[config.mk]
export PLATFORM = sky130hd
export DESIGN_NAME = port_crossbar_routing
export DESIGN_NICKNAME = d
export VERILOG_FILES = /design/src/hdl/xbar_pkg.sv /design/src/hdl/xbar_cfg_if.sv /design/src/hdl/xbar_route_decode.sv /design/src/hdl/port_crossbar_routing.sv
export SDC_FILE = /design/constraint.sdc
export NUM_CORES = 1
export LEC_CHECK = 0
export BUFFER_PORTS_ARGS = -buffer_cell sky130_fd_sc_hd__buf_2
export CAP_MARGIN = 10
export CORE_ASPECT_RATIO = 1.75
export CORE_MARGIN = 1
export CORE_UTILIZATION = 43
export DETAILED_ROUTE_END_ITERATION = 12
export PLACE_DENSITY = 0.77
export SETUP_SLACK_MARGIN = 0.3
export SYNTH_ARGS = -nofsm -noshare
export SYNTH_HDL_FRONTEND = slang
export SYNTH_HIERARCHICAL = 1
export SYNTH_SLANG_ARGS = --single-unit
[constraint.sdc]
create_clock -name ref_clk -period 1.6 [get_ports ref_clk]
set_clock_uncertainty 0.2 [all_clocks]
set_input_delay 0.24 -clock ref_clk [delete_from_list [all_inputs] [get_ports ref_clk]]
set_output_delay 0.24 -clock ref_clk [all_outputs]
set_load 0.05 [all_outputs]
[src/hdl/xbar_pkg.sv]
package xbar_pkg;
  // ----------------------------------------
  // Register map (word addresses on the bus)
  // ----------------------------------------
  localparam logic [7:0] select_low_index = 8'he1;
  localparam logic [7:0] select_high_index = 8'he2;
  localparam logic [7:0] route_status_index = 8'he3;
  localparam logic [7:0] spi_mode_index = 8'he4;
  localparam logic [7:0] select_low_reset = 8'h00;
  localparam logic [7:0] select_high_reset = 8'h00;
  localparam logic [7:0] select_low_mask = 8'h3f;
  localparam logic [7:0] select_high_mask = 8'hfb;
  // ----------------------------------------
  // Field positions
  // ----------------------------------------
  localparam int async_serial_route_en_pos = 0;
  localparam int serial_periph_route_en_pos = 1;
  localparam int twowire_route_en_pos = 2;
  localparam int sysclock_out_route_en_pos = 3;
  localparam int comparator_sync_route_en_pos = 4;
  localparam int comparator_async_route_en_pos = 5;
  localparam int capture_lines_route_sel_pos = 0;
  localparam int counter_ext_input_route_en_pos = 3;
  localparam int timer0_input_route_en_pos = 4;
  localparam int timer1_input_route_en_pos = 5;
  localparam int matrix_enable_pos = 6;
  localparam int pullup_disable_pos = 7;
  // ----------------------------------------
  // Routed peripheral outputs, one bit each
  // ----------------------------------------
  localparam int num_func = 14;
  localparam int fn_tx = 0;
  localparam int fn_rx = 1;
  localparam int fn_sck = 2;
  localparam int fn_miso = 3;
  localparam int fn_mosi = 4;
  localparam int fn_nss = 5;
  localparam int fn_sda = 6;
  localparam int fn_scl = 7;
  localparam int fn_cp_async = 8;
  localparam int fn_cp_sync = 9;
  localparam int fn_system_clock_output = 10;
  localparam int fn_capture_line_0 = 11;
  localparam int fn_cex1 = 12;
  localparam int fn_cex2 = 13;
  localparam logic [1:0] sync_reset = 2'h0;
  typedef enum logic [1:0] {bus_idle, bus_ack} bus_state_t;
endpackage

[src/hdl/xbar_cfg_if.sv]
`timescale 1ns/1ps
`default_nettype none
interface xbar_cfg_if;
  logic [7:0] low;
  logic [7:0] high;
  logic four_wire;
  logic [13:0] route_en;
  modport regs(output low, output high, output four_wire, input route_en);
  modport decode(input low, input high, input four_wire, output route_en);
endinterface
`default_nettype wire

[src/hdl/xbar_route_decode.sv]
`timescale 1ns/1ps
`default_nettype none
module xbar_route_decode
  import xbar_pkg::*;
(
  xbar_cfg_if.decode cfg
);
  logic [1:0] cap_sel;
  always_comb begin
    cap_sel = cfg.high[capture_lines_route_sel_pos +: 2];
    cfg.route_en = '0;
    cfg.route_en[fn_tx] = cfg.low[async_serial_route_en_pos];
    cfg.route_en[fn_rx] = cfg.low[async_serial_route_en_pos];
    cfg.route_en[fn_sck] = cfg.low[serial_periph_route_en_pos];
    cfg.route_en[fn_miso] = cfg.low[serial_periph_route_en_pos];
    cfg.route_en[fn_mosi] = cfg.low[serial_periph_route_en_pos];
    cfg.route_en[fn_nss] = cfg.low[serial_periph_route_en_pos] & cfg.four_wire;
    cfg.route_en[fn_sda] = cfg.low[twowire_route_en_pos];
    cfg.route_en[fn_scl] = cfg.low[twowire_route_en_pos];
    cfg.route_en[fn_cp_async] = cfg.low[comparator_async_route_en_pos];
    cfg.route_en[fn_cp_sync] = cfg.low[comparator_sync_route_en_pos];
    cfg.route_en[fn_system_clock_output] = cfg.low[sysclock_out_route_en_pos];
    cfg.route_en[fn_capture_line_0] = (cap_sel != 2'h0);
    cfg.route_en[fn_cex1] = (cap_sel[1] == 1'b1);
    cfg.route_en[fn_cex2] = (cap_sel == 2'h3);
    // Nothing leaves the block while the matrix is off
    if (!cfg.high[matrix_enable_pos]) begin
      cfg.route_en = '0;
    end
  end
endmodule
`default_nettype wire

[src/hdl/port_crossbar_routing.sv]
// Design decision made here: the Avalon-MM interface to the registers.
`timescale 1ns/1ps
`default_nettype none
module port_crossbar_routing
  import xbar_pkg::*;
(
  input wire logic ref_clk,
  input wire logic rstn,
  input wire logic clk_en,
  input wire logic [7:0] avs_address,
  input wire logic avs_read,
  input wire logic avs_write,
  input wire logic [31:0] avs_writedata,
  input wire logic [3:0] avs_byteenable,
  output logic [31:0] avs_readdata,
  output logic avs_waitrequest,
  output logic [1:0] avs_response,
  input wire logic spi_four_wire,
  input wire logic comparator_async_in,
  input wire logic [13:0] func_out,
  output logic [13:0] func_drive,
  output logic [13:0] func_oe,
  output logic comparator_output,
  output logic system_clock_output,
  output logic async_serial_transmit,
  output logic async_serial_receive_en,
  output logic timer0_input_route,
  output logic timer1_input_route,
  output logic counter_external_input_route,
  output logic output_drivers_en,
  output logic weak_pullup_en
);
  // ----------------------------------------
  // Registers and bus slave
  // ----------------------------------------
  logic [7:0] low_q, low_d;
  logic [7:0] high_q, high_d;
  logic [31:0] rdata_q, rdata_d;
  logic [1:0] resp_q, resp_d;
  logic wait_q, wait_d;
  bus_state_t st_q, st_d;
  logic [13:0] route_en;
  logic [1:0] cmp_sync_q;
  logic [1:0] cmp_sync_d;
  logic hit;
  logic sel_low, sel_high, sel_status, sel_mode;
  logic [31:0] rd_word;
  // ----------------------------------------
  // Configuration carrier and route decode
  // ----------------------------------------
  xbar_cfg_if cfg();
  assign cfg.low = low_q;
  assign cfg.high = high_q;
  assign cfg.four_wire = spi_four_wire;
  assign route_en = cfg.route_en;
  xbar_route_decode u_decode (
    .cfg(cfg)
  );
  // Index decode, shared by the read mux and the write path
  always_comb begin
    sel_low = (avs_address == select_low_index);
    sel_high = (avs_address == select_high_index);
    sel_status = (avs_address == route_status_index);
    sel_mode = (avs_address == spi_mode_index);
    // Unmapped indexes still get an answer so a stray access never hangs the master
    hit = sel_low || sel_high || sel_status || sel_mode;
    rd_word = 32'h0;
    if (sel_low) begin
      rd_word = {24'h0, low_q & select_low_mask};
    end
    if (sel_high) begin
      rd_word = {24'h0, high_q};
    end
    if (sel_status) begin
      rd_word = {18'h0, route_en};
    end
    if (sel_mode) begin
      rd_word = {31'h0, spi_four_wire};
    end
  end
  // ----------------------------------------
  // Bus next state
  // ----------------------------------------
  // One-wait-state slave: answer in the cycle after the request is seen
  always_comb begin
    low_d = low_q;
    high_d = high_q;
    rdata_d = rdata_q;
    resp_d = resp_q;
    wait_d = 1'b1;
    st_d = st_q;
    unique case (st_q)
      bus_idle: begin
        if (avs_read || avs_write) begin
          st_d = bus_ack;
          wait_d = 1'b0;
          resp_d = hit ? 2'h0 : 2'h2;
          rdata_d = avs_read ? rd_word : 32'h0;
        end
      end
      // The write lands at the edge where the master sees waitrequest low, while
      // it still holds the request; clk_en must stay high across a transfer
      bus_ack: begin
        st_d = bus_idle;
        if (avs_write && avs_byteenable[0] && sel_low) begin
          low_d = avs_writedata[7:0] & select_low_mask;
        end
        if (avs_write && avs_byteenable[0] && sel_high) begin
          high_d = avs_writedata[7:0] & select_high_mask;
        end
      end
      default: begin
        st_d = bus_idle;
      end
    endcase
  end
  // ----------------------------------------
  // Bus registers
  // ----------------------------------------
  always_ff @(posedge ref_clk) begin
    if (!rstn) begin
      low_q <= select_low_reset;
      high_q <= select_high_reset;
      rdata_q <= 32'h0;
      resp_q <= 2'h0;
      wait_q <= 1'b1;
      st_q <= bus_idle;
    end else if (clk_en) begin
      low_q <= low_d;
      high_q <= high_d;
      rdata_q <= rdata_d;
      resp_q <= resp_d;
      wait_q <= wait_d;
      st_q <= st_d;
    end
  end
  // The bus outputs are the flops themselves, so nothing combinational reaches the master
  assign avs_readdata = rdata_q;
  assign avs_waitrequest = wait_q;
  assign avs_response = resp_q;
  // ----------------------------------------
  // Pin-side outputs, all registered
  // ----------------------------------------
  // Async comparator crosses in through two flops before reaching a pin;
  // that costs two cycles of latency but keeps every pin output registered
  logic [13:0] drive_d, oe_d;
  logic en;
  logic cmp_pin_d, system_clock_output_pin_d, tx_pin_d, rx_en_d;
  logic t0_route_d, t1_route_d, eci_route_d, drivers_en_d, pullup_en_d;
  // ----------------------------------------
  // Per-function drive and enable
  // ----------------------------------------
  // Each slot passes its peripheral level and its route; the async comparator
  // slot carries the synced copy instead of the raw input
  for (genvar i = 0; i < num_func; i++) begin : g_func
    if (i == fn_cp_async) begin : g_cmp
      assign drive_d[i] = cmp_sync_q[1];
    end else begin : g_pass
      assign drive_d[i] = func_out[i];
    end
    assign oe_d[i] = route_en[i];
  end
  // ----------------------------------------
  // Level outputs
  // ----------------------------------------
  always_comb begin
    cmp_sync_d = {cmp_sync_q[0], comparator_async_in};
    en = high_q[matrix_enable_pos];
    cmp_pin_d = route_en[fn_cp_sync] & func_out[fn_cp_sync];
    system_clock_output_pin_d = route_en[fn_system_clock_output] & func_out[fn_system_clock_output];
    tx_pin_d = route_en[fn_tx] & func_out[fn_tx];
    rx_en_d = route_en[fn_rx];
    t0_route_d = en & high_q[timer0_input_route_en_pos];
    t1_route_d = en & high_q[timer1_input_route_en_pos];
    eci_route_d = en & high_q[counter_ext_input_route_en_pos];
    drivers_en_d = en;
    pullup_en_d = ~high_q[pullup_disable_pos];
  end
  // ----------------------------------------
  // Output registers
  // ----------------------------------------
  always_ff @(posedge ref_clk) begin
    if (!rstn) begin
      cmp_sync_q <= sync_reset;
      func_drive <= 14'h0;
      func_oe <= 14'h0;
      comparator_output <= 1'b0;
      system_clock_output <= 1'b0;
      async_serial_transmit <= 1'b0;
      async_serial_receive_en <= 1'b0;
      timer0_input_route <= 1'b0;
      timer1_input_route <= 1'b0;
      counter_external_input_route <= 1'b0;
      output_drivers_en <= 1'b0;
      // Pull-ups default on so open-drain pins do not float out of reset
      weak_pullup_en <= 1'b1;
    end else if (clk_en) begin
      cmp_sync_q <= cmp_sync_d;
      func_drive <= drive_d;
      func_oe <= oe_d;
      comparator_output <= cmp_pin_d;
      system_clock_output <= system_clock_output_pin_d;
      async_serial_transmit <= tx_pin_d;
      async_serial_receive_en <= rx_en_d;
      timer0_input_route <= t0_route_d;
      timer1_input_route <= t1_route_d;
      counter_external_input_route <= eci_route_d;
      output_drivers_en <= drivers_en_d;
      weak_pullup_en <= pullup_en_d;
    end
  end
endmodule
`default_nettype wire

### Word-level counts from Yosys, hierarchy flattened

Cells that the tools add are included.

| word-level totals | value |
|---|---|
| word-level logic and storage cells | 57 |
| input port bits | 65 |
| register bits | 89 |
| output and inout bits | 72 |

| cells by class | value |
|---|---|
| mux-type cells | 11 |
| eq/ne operators | 7 |
| bitwise logic cells | 8 |
| reductions and logical operators | 13 |

Operators with widths:

| operator | count |
|---|---|
| 2-to-1 mux 14 bit | 3 |
| equality test 8 bit (second input constant) | 4 |
| 2-to-1 mux 32 bit | 1 |
| AND reduction 3 bit | 3 |
| 2-to-1 mux 8 bit | 1 |
| AND 1 bit | 7 |
| 2-to-1 mux 2 bit | 3 |
| 2-to-1 mux 6 bit | 1 |
| logical OR 1 bit | 4 |
| logical AND 1 bit | 3 |
| equality test 2 x 1 -> 1 bit (second input constant) | 1 |
| equality test 2 bit (second input constant) | 1 |
| logical NOT 2 bit | 1 |
| 2-to-1 mux 1 bit | 2 |
| != test 2 bit (second input constant) | 1 |
| AND reduction 2 bit | 1 |
| nonzero test 2 bit | 1 |
| inverter 1 bit | 1 |

### Longest topological paths before layout

Gate-level depths: netlist (run 1).

| depth | value |
|---|---|
| word-level depth | 6 |
| mapped depth | 6 |
| mapped depth without buffers | 5 |

### Hierarchy

Netlist (run 1), hierarchy kept.

Modules (own cells, without submodules):

| module | area an instance (um2) | cells each | sequential area each (um2) | instances |
|---|---|---|---|---|
| port_crossbar_routing | 2980.4 | 306 | 1361.3 | 1 |
| xbar_route_decode | 102.6 | 14 | 0.0 | 1 |

### Least setup slack after synthesis (run 1)

Ideal clock, no wire load.

| timing path | value |
|---|---|
| kind | register to register |
| start | register high_q[6] (netlist: cfg.high[6]) |
| end | register rdata_q[0] (netlist: avs_readdata[0]) |
| buffers on the path | 0 |
| slack | -0.088 ns |
| required time | 1.275 ns |
| clock period less this slack | 1.688 ns |
| arrival time | 1.363 ns |
| setup time | 0.125 ns |
| cell stages (with the launch flop) | 6 |
| cell sequence | dfxtp_1 -> and2_2 -> mux2_2 -> a22o_1 -> a222oi_1 -> nor2b_1 |

| between the ends | value |
|---|---|
| cells in the longest elaborated chain, start to end | 4 |

RTL lines:

| what | line | RTL |
|---|---|---|
| start: declaration | port_crossbar_routing.sv:37 | `logic [7:0] high_q, high_d;` |
| start signal: assignment | port_crossbar_routing.sv:123 | `high_q <= select_high_reset;` |
| start signal: assignment | port_crossbar_routing.sv:130 | `high_q <= high_d;` |
| 2-to-1 mux 14 bit | xbar_route_decode.sv:27 | `if (!cfg.high[matrix_enable_pos]) begin` |
| named net cfg.route_en[0] | xbar_cfg_if.sv:7 | `logic [13:0] route_en;` |
| 2-to-1 mux 14 bit | port_crossbar_routing.sv:74 | `if (sel_status) begin` |
| 2-to-1 mux 14 bit | port_crossbar_routing.sv:77 | `if (sel_mode) begin` |
| 2-to-1 mux 32 bit | port_crossbar_routing.sv:98 | `rdata_d = avs_read ? rd_word : 32'h0;` |
| end signal: assignment | port_crossbar_routing.sv:131 | `rdata_q <= rdata_d;` |
| end: declaration | port_crossbar_routing.sv:38 | `logic [31:0] rdata_q, rdata_d;` |

The timed path passes the listed nets, and every way through them passes these cells.
A chain may end at the register's enable or synchronous reset.

### Worst setup path after layout (run 1)

| timing path | value |
|---|---|
| start | register high_q[6] (netlist: cfg.high[6]) |
| end | register rdata_q[5] (netlist: avs_readdata[5]) |

Same word-level chain as after synthesis.

==> flow_summary.ini, run 1 <==
[synth]
synth_area_leader_cell = dfxtp_1
netlist_area_mm2 = 0.00308
synth_flop_cell = dfxtp_1
seq_area_frac_synth_pct = 44.2
synth_top_area_share_pct = 44.2
synth_edf_count = 0
synthesis.instances = 320
synth_commonest_cells = 68 x dfxtp_1, 41 x nor2b_1, 31 x mux2i_1
ys_types = 41
ys_ff_latch = 68
syn-mean-instance-area_um2 = 9.63
synth.area.top_cells = dfxtp_1 44%, mux2i_1 10%, nor2b_1 8.3%
yosysMostFrequentCell = dfxtp_1
synth_warnings = 6
synth-async-reset-ratio_pct = 0

[grt]
grt_pass1_vias = 2602
grt_pass1_wl_um = 12700
antenna_found_initial = 0
track_usage_pct = 22.8
grt_max_degree = 50
gr-total-overflow = 0

[final_layout]
drive_above_1_share_pct = 53.2
final_area_mm2 = 0.00487
area_growth_pct = 58.0
final_cell_count_no_fill = 528
final_core_util_pct = 70.5
diodes = 0
nNetsFinal = 505

[clock_tree]
cts_root_buffer = clkbuf_16
cts_buffers = 9
clk_path_buf_depth = 2
cts_tree = yes
clk_latency_ns = 0.33
clk_pin_slew_ns = 0.05
clock_sinks = 68
cts_max_level = 3

[setup_path]
r2r_cells = 7
crit_slowest_cell = dfxtp_4
start_kind = register
path_buf_inv = 2
worst_r2r_endpoint = avs_readdata[5]
cp_top_family = simple AND/OR/NAND/NOR gates
path_cells = buf_4 > buf_6 > and3_4 > nor4b_4 > a21oi_2 > a221oi_2 > nor3b_1
worstPathRequired_ns = 1.61
crit_arrival_ns = 1.67
worstPathMaxFanout = 3
r2r-start = cfg.high[6]
slowest_delay_ns = 0.35
critical_path_class = register to register
crit_path_end_kind = register
reg2reg_slack_ns = -0.06

[sta]
slew_violations = 0
period_share_pct = 104
setup_violations = 3
tns_ns = -0.100
finalCriticalPeriod_ns = 1.66
rsz0062_at_grt = yes
whs_ns = 0.0535
fmaxAchievable_mhz = 602
hold_viol_final = 0
timing.final.ws_setup_ns = -0.0617

[floorplanning]
fp.dieW_um = 66.0
core_mm2 = 0.00691
pin_count = 137
die_h_um = 114
die_area_mm2 = 0.00753
initial_core_util_pct = 44.6
row_count = 40

[detailed_routing]
drt-total-wl_um = 8530
vias = 2708
drcViolationCount = 0
wl_per_cell_um = 16.2
via_per_inst = 5.13
firstDrtPassIters = 4
ant_nets = 0
dr.first_iter.drc_count = 80

[place]
place_area_mm2 = 0.00364
place_hpwl_um = 5070
io_buffers = 89
dp.cells = 484
place.gp.congestion = 0.856

[worst_hold_path]
hold_path_startpoint = avs_writedata[5]
hold_depth = 3
hold_end = cfg.low[5]
min_path_type = input pin to register

[power_and_ir_drop]
power_density_mw_per_mm2 = 866
leakage_nw = 2.06
max-vdd-ir-drop_mv = 0.800

[run_status]
run_status = finished with violations
violations = negative setup slack

[run]
cap_violations = 0
-- power breakdown --
group | switching [mW] | leakage [nW] | total, mW | internal [mW]
Combinational | 0.370 | 1.34 | 0.594 | 0.224
Clock | 0.675 | 0.145 | 1.88 | 1.21
Sequential | 0.0208 | 0.574 | 1.74 | 1.72
Total | 1.07 | 2.06 | 4.21 | 3.15
-- worst max path at each step --
stage                   startpoint                to  depth (start not counted)
detailed placement  avs_address[4]   avs_readdata[1]                          5
global placement    avs_address[4]  avs_readdata[10]                          6
floorplan              cfg.high[6]   avs_readdata[0]                          5
finish                 cfg.high[6]   avs_readdata[5]                          7
CTS                    cfg.high[6]   avs_readdata[0]                          5
global route           cfg.high[6]   avs_readdata[5]                          7
-- tightest hold or removal path, stage by stage --
cell,delay (ns)
buf_2,0.10
nand2_1,0.13
o21ai_2,0.07
-- registers in the layout (all words and copies together), names as in the netlist --
name	count
weak_pullup_en	1
st_q	1
async_serial_transmit	1
cmp_sync_q	2
counter_external_input_route	1
system_clock_output	1
cfg.high	7
avs_response	1
func_drive	14
output_drivers_en	1
timer1_input_route	1
avs_readdata	14
avs_waitrequest	1
cfg.low	6
timer0_input_route	1
func_oe	14
comparator_output	1
-- final cells by class --
class / instances / area [um2]
clock buffer: 14 / 284
clock inverter: 1 / 5.00
fill: 488 / 2040
multi-input combinational: 226 / 1780
sequential: 68 / 1440
tap: 84 / 105
timing repair buffer: 135 / 1260
-- per-stage QoR --
step	worst slack, ns	power, mW
6_report	-0.0617	4.21
5_1_grt	-0.109	4.35
4_1_cts	-0.0244	4.21
3_5_place_dp	-0.0575	2.25
3_3_place_gp	-0.0225	2.24
2_1_floorplan	0.0355	2.16
-- layout by cell type, fill, tap and decap left out, types with 2 or more instances in the layout --
cell type / synthesis / final
a21boi_0: 8 / 5
a21boi_1: 0 / 3
a21oi_1: 8 / 4
a21oi_2: 0 / 4
a221oi_2: 0 / 4
a22oi_2: 0 / 6
and2_2: 7 / 2
and2_4: 0 / 5
and3_4: 0 / 2
buf_12: 0 / 2
buf_2: 5 / 36
buf_4: 27 / 16
buf_6: 1 / 52
buf_8: 0 / 8
clkbuf_16: 0 / 9
clkbuf_8: 0 / 4
conb_1: 1 / 19
dfxtp_1: 68 / 18
dfxtp_2: 0 / 45
dfxtp_4: 0 / 5
dlygate4sd3_1: 0 / 21
mux2_4: 0 / 4
mux2i_1: 31 / 31
nand2_1: 17 / 14
nand2_2: 0 / 3
nand2b_1: 7 / 7
nand3_1: 21 / 16
nand3_2: 0 / 4
nand4_4: 0 / 2
nor2_1: 3 / 3
nor2b_1: 41 / 40
nor3b_1: 4 / 4
nor4b_4: 0 / 4
o21ai_0: 14 / 6
o21ai_1: 8 / 5
o21ai_2: 0 / 11
-- metal layers --
layer  vias to the layer above  global-route usage, %  wire [um]
met5                         -                      0          0
met4                         0                   13.9        339
met3                        24                   5.80        388
met2                        96                   39.9       4590
met1                      1277                   23.5       3220
li1                       1311                      -          -
-- kinds of logic after synthesis --
group                  after synthesis  share of synthesized area (%)
buffers and inverters               45                           9.21
AND/OR/NAND/NOR                    117                           23.9
AO/OA/AOI/OAI                       53                           10.8
flip-flops                          68                           44.2
XOR/XNOR                             1                          0.284
other                                1                          0.122
multiplexers                        35                           11.5
-- timing repair --
| action | CTS | global route |
|---|---|---|
| resized for setup | 135 | 92 |
| setup buffers | 2 | 5 |
| hold buffers | 21 | 0 |
| endpoints found under the setup margin | 81 | 75 |
| hold endpoints to repair | 24 | 0 |
| pin swaps | 7 | 11 |
| cloned | 1 | 0 |
No activity file was read; power rests on OpenSTA's default activity.
==> run 2: changes to the inputs <==
- CAP_MARGIN: 10 -> not set
- PLACE_DENSITY: 0.77 -> 0.84
==> flow_summary.ini, run 2 (synthesis results as in run 1) <==
[run_status]
run_status = finished with violations
violations = negative hold slack, negative setup slack

[grt]
antenna_found_initial = 0
grt_use_met3_pct = 5.00
busiest_layer = met2
gr-total-overflow = 0
use_met1_pct = 24.7
track_usage_pct = 23.9
use_met2_pct = 43.8
grt_max_degree = 39
grt_pass1_vias = 2707
grt_pass1_wl_um = 13400

[setup_path]
r2r-start = st_q[0]
reg2reg_slack_ns = -0.05
start_kind = register
crit_path_end_kind = register
crit_arrival_ns = 1.68
r2r_cells = 4
worstPathRequired_ns = 1.62
critical_path_class = register to register
worstPathMaxFanout = 7
worst_r2r_endpoint = avs_readdata[1]

[power_and_ir_drop]
max-vdd-ir-drop_mv = 0.676
p_int_mw = 3.31
pwr-share-clk_pct = 47.4
pwr-share-comb_pct = 13.3
switching_share_pct = 25.2
leakage_nw = 2.00
power_density_mw_per_mm2 = 915
seq_power_share_pct = 39.4
p_total_mw = 4.42
p_sw_mw = 1.11

[sta]
fmaxAchievable_mhz = 605
setup_violations = 2
hold_viol_final = 1
slew_violations = 0
period_share_pct = 103
finalCriticalPeriod_ns = 1.65
timing.final.ws_setup_ns = -0.0528
rsz0062_at_grt = yes
tns_ns = -0.101
whs_ns = -0.00000450

[detailed_routing]
vias = 2773
dr.first_iter.drc_count = 173
firstDrtPassIters = 4
ant_nets = 0
drcViolationCount = 0
drt-total-wl_um = 9200
wl_per_cell_um = 17.6
via_per_inst = 5.29

[floorplanning]
row_count = 40
fp.dieW_um = 66.0
core_mm2 = 0.00691
pin_count = 137
die_area_mm2 = 0.00753
die_h_um = 114
initial_core_util_pct = 44.6

[worst_hold_path]
hold_end = func_drive[2]
hold_depth = 3
hold_path_startpoint = func_out[2]
min_path_type = input pin to register

[clock_tree]
cts_buffers = 9
clk_pin_slew_ns = 0.06
clk_path_buf_depth = 2
cts_max_level = 3
cts_root_buffer = clkbuf_16
clock_sinks = 68
clk_latency_ns = 0.33
cts_tree = yes

[run]
cap_violations = 0

[final_layout]
drive_above_1_share_pct = 52.7
final_cell_count_no_fill = 524
final_area_mm2 = 0.00483
diodes = 0
final_core_util_pct = 69.9
area_growth_pct = 56.7
nNetsFinal = 500
final_common_cell = buf_6
final_cell_mix = 50 x buf_6, 39 x nor2b_1, 38 x dfxtp_2, 37 x buf_2, 28 x mux2i_1

[place]
place_hpwl_um = 5200
place_area_mm2 = 0.00360
io_buffers = 89
dp_slack_ns = -0.0727
dp.cells = 481
place.gp.congestion = 0.833
## run 2: changes by cell type in the layout (fill, tap and decap cells not counted), moves of 3 or more
cell      previous run  this run
nand3_2              4        12
a21boi_1             3         0
a21boi_0             5         8
o21ai_1              5        12
mux2i_1             31        28
o21ai_2             11         4
nand3_1             16         9
mux2_2               0         3
dfxtp_2             45        38
dfxtp_1             18        24
mux2_4               4         1
## run 2: layout make-up
type	count	area [um2]
multi-input cells	226	1780
fillers	465	2080
flip-flops and latches	68	1430
repair buffers	130	1190
clock buffers	13	280
clock inverters	3	42.5
well taps	84	105
## run 2: critical path: stages, from the launching register on
cell	delay, ns
dfxtp_4	0.35
nand3b_4	0.19
nor3_4	0.38
a21oi_1	0.13
nor3b_1	0.29
## run 2: per-layer routing
layer  vias up  wire (um)  part of all wire [%]
li1       1309          -                     -
met1      1313       3370                    37
met2       124       5050                    55
met3        27        433                   4.7
met4         0        348                   3.8
met5         -          0                     0
## run 2: power groups by stage
stage | sequential (mW) | combinational, mW | clock, mW
finish | 1.74 | 0.587 | 2.09
global route | 1.74 | 0.617 | 2.20
CTS | 1.74 | 0.556 | 2.11
detailed placement | 1.77 | 0.475 | 0
global placement | 1.77 | 0.466 | 0
floorplan | 1.85 | 0.312 | 0
## run 2: how the worst max path moves through the flow
stage / depth (start not counted) / from / slack [ns] / end
2_1_floorplan: 5 / cfg.high[6] / 0.04 / avs_readdata[0]
3_3_place_gp: 6 / avs_address[4] / -0.004 / avs_readdata[9]
3_5_place_dp: 5 / avs_address[4] / -0.07 / avs_readdata[4]
4_1_cts: 5 / cfg.high[6] / 0.02 / avs_readdata[0]
5_1_grt: 4 / st_q[0] / -0.12 / avs_readdata[1]
6_report: 4 / st_q[0] / -0.05 / avs_readdata[1]
## run 2: what timing repair did
action / CTS / global route
hold buffers: 19 / 0
buffers inserted: 3 / 2
endpoints found under the hold margin: 24 / 0
gates cloned: 2 / 1
pin swaps: 4 / 12
setup endpoints to repair: 82 / 66
resized for setup: 141 / 77
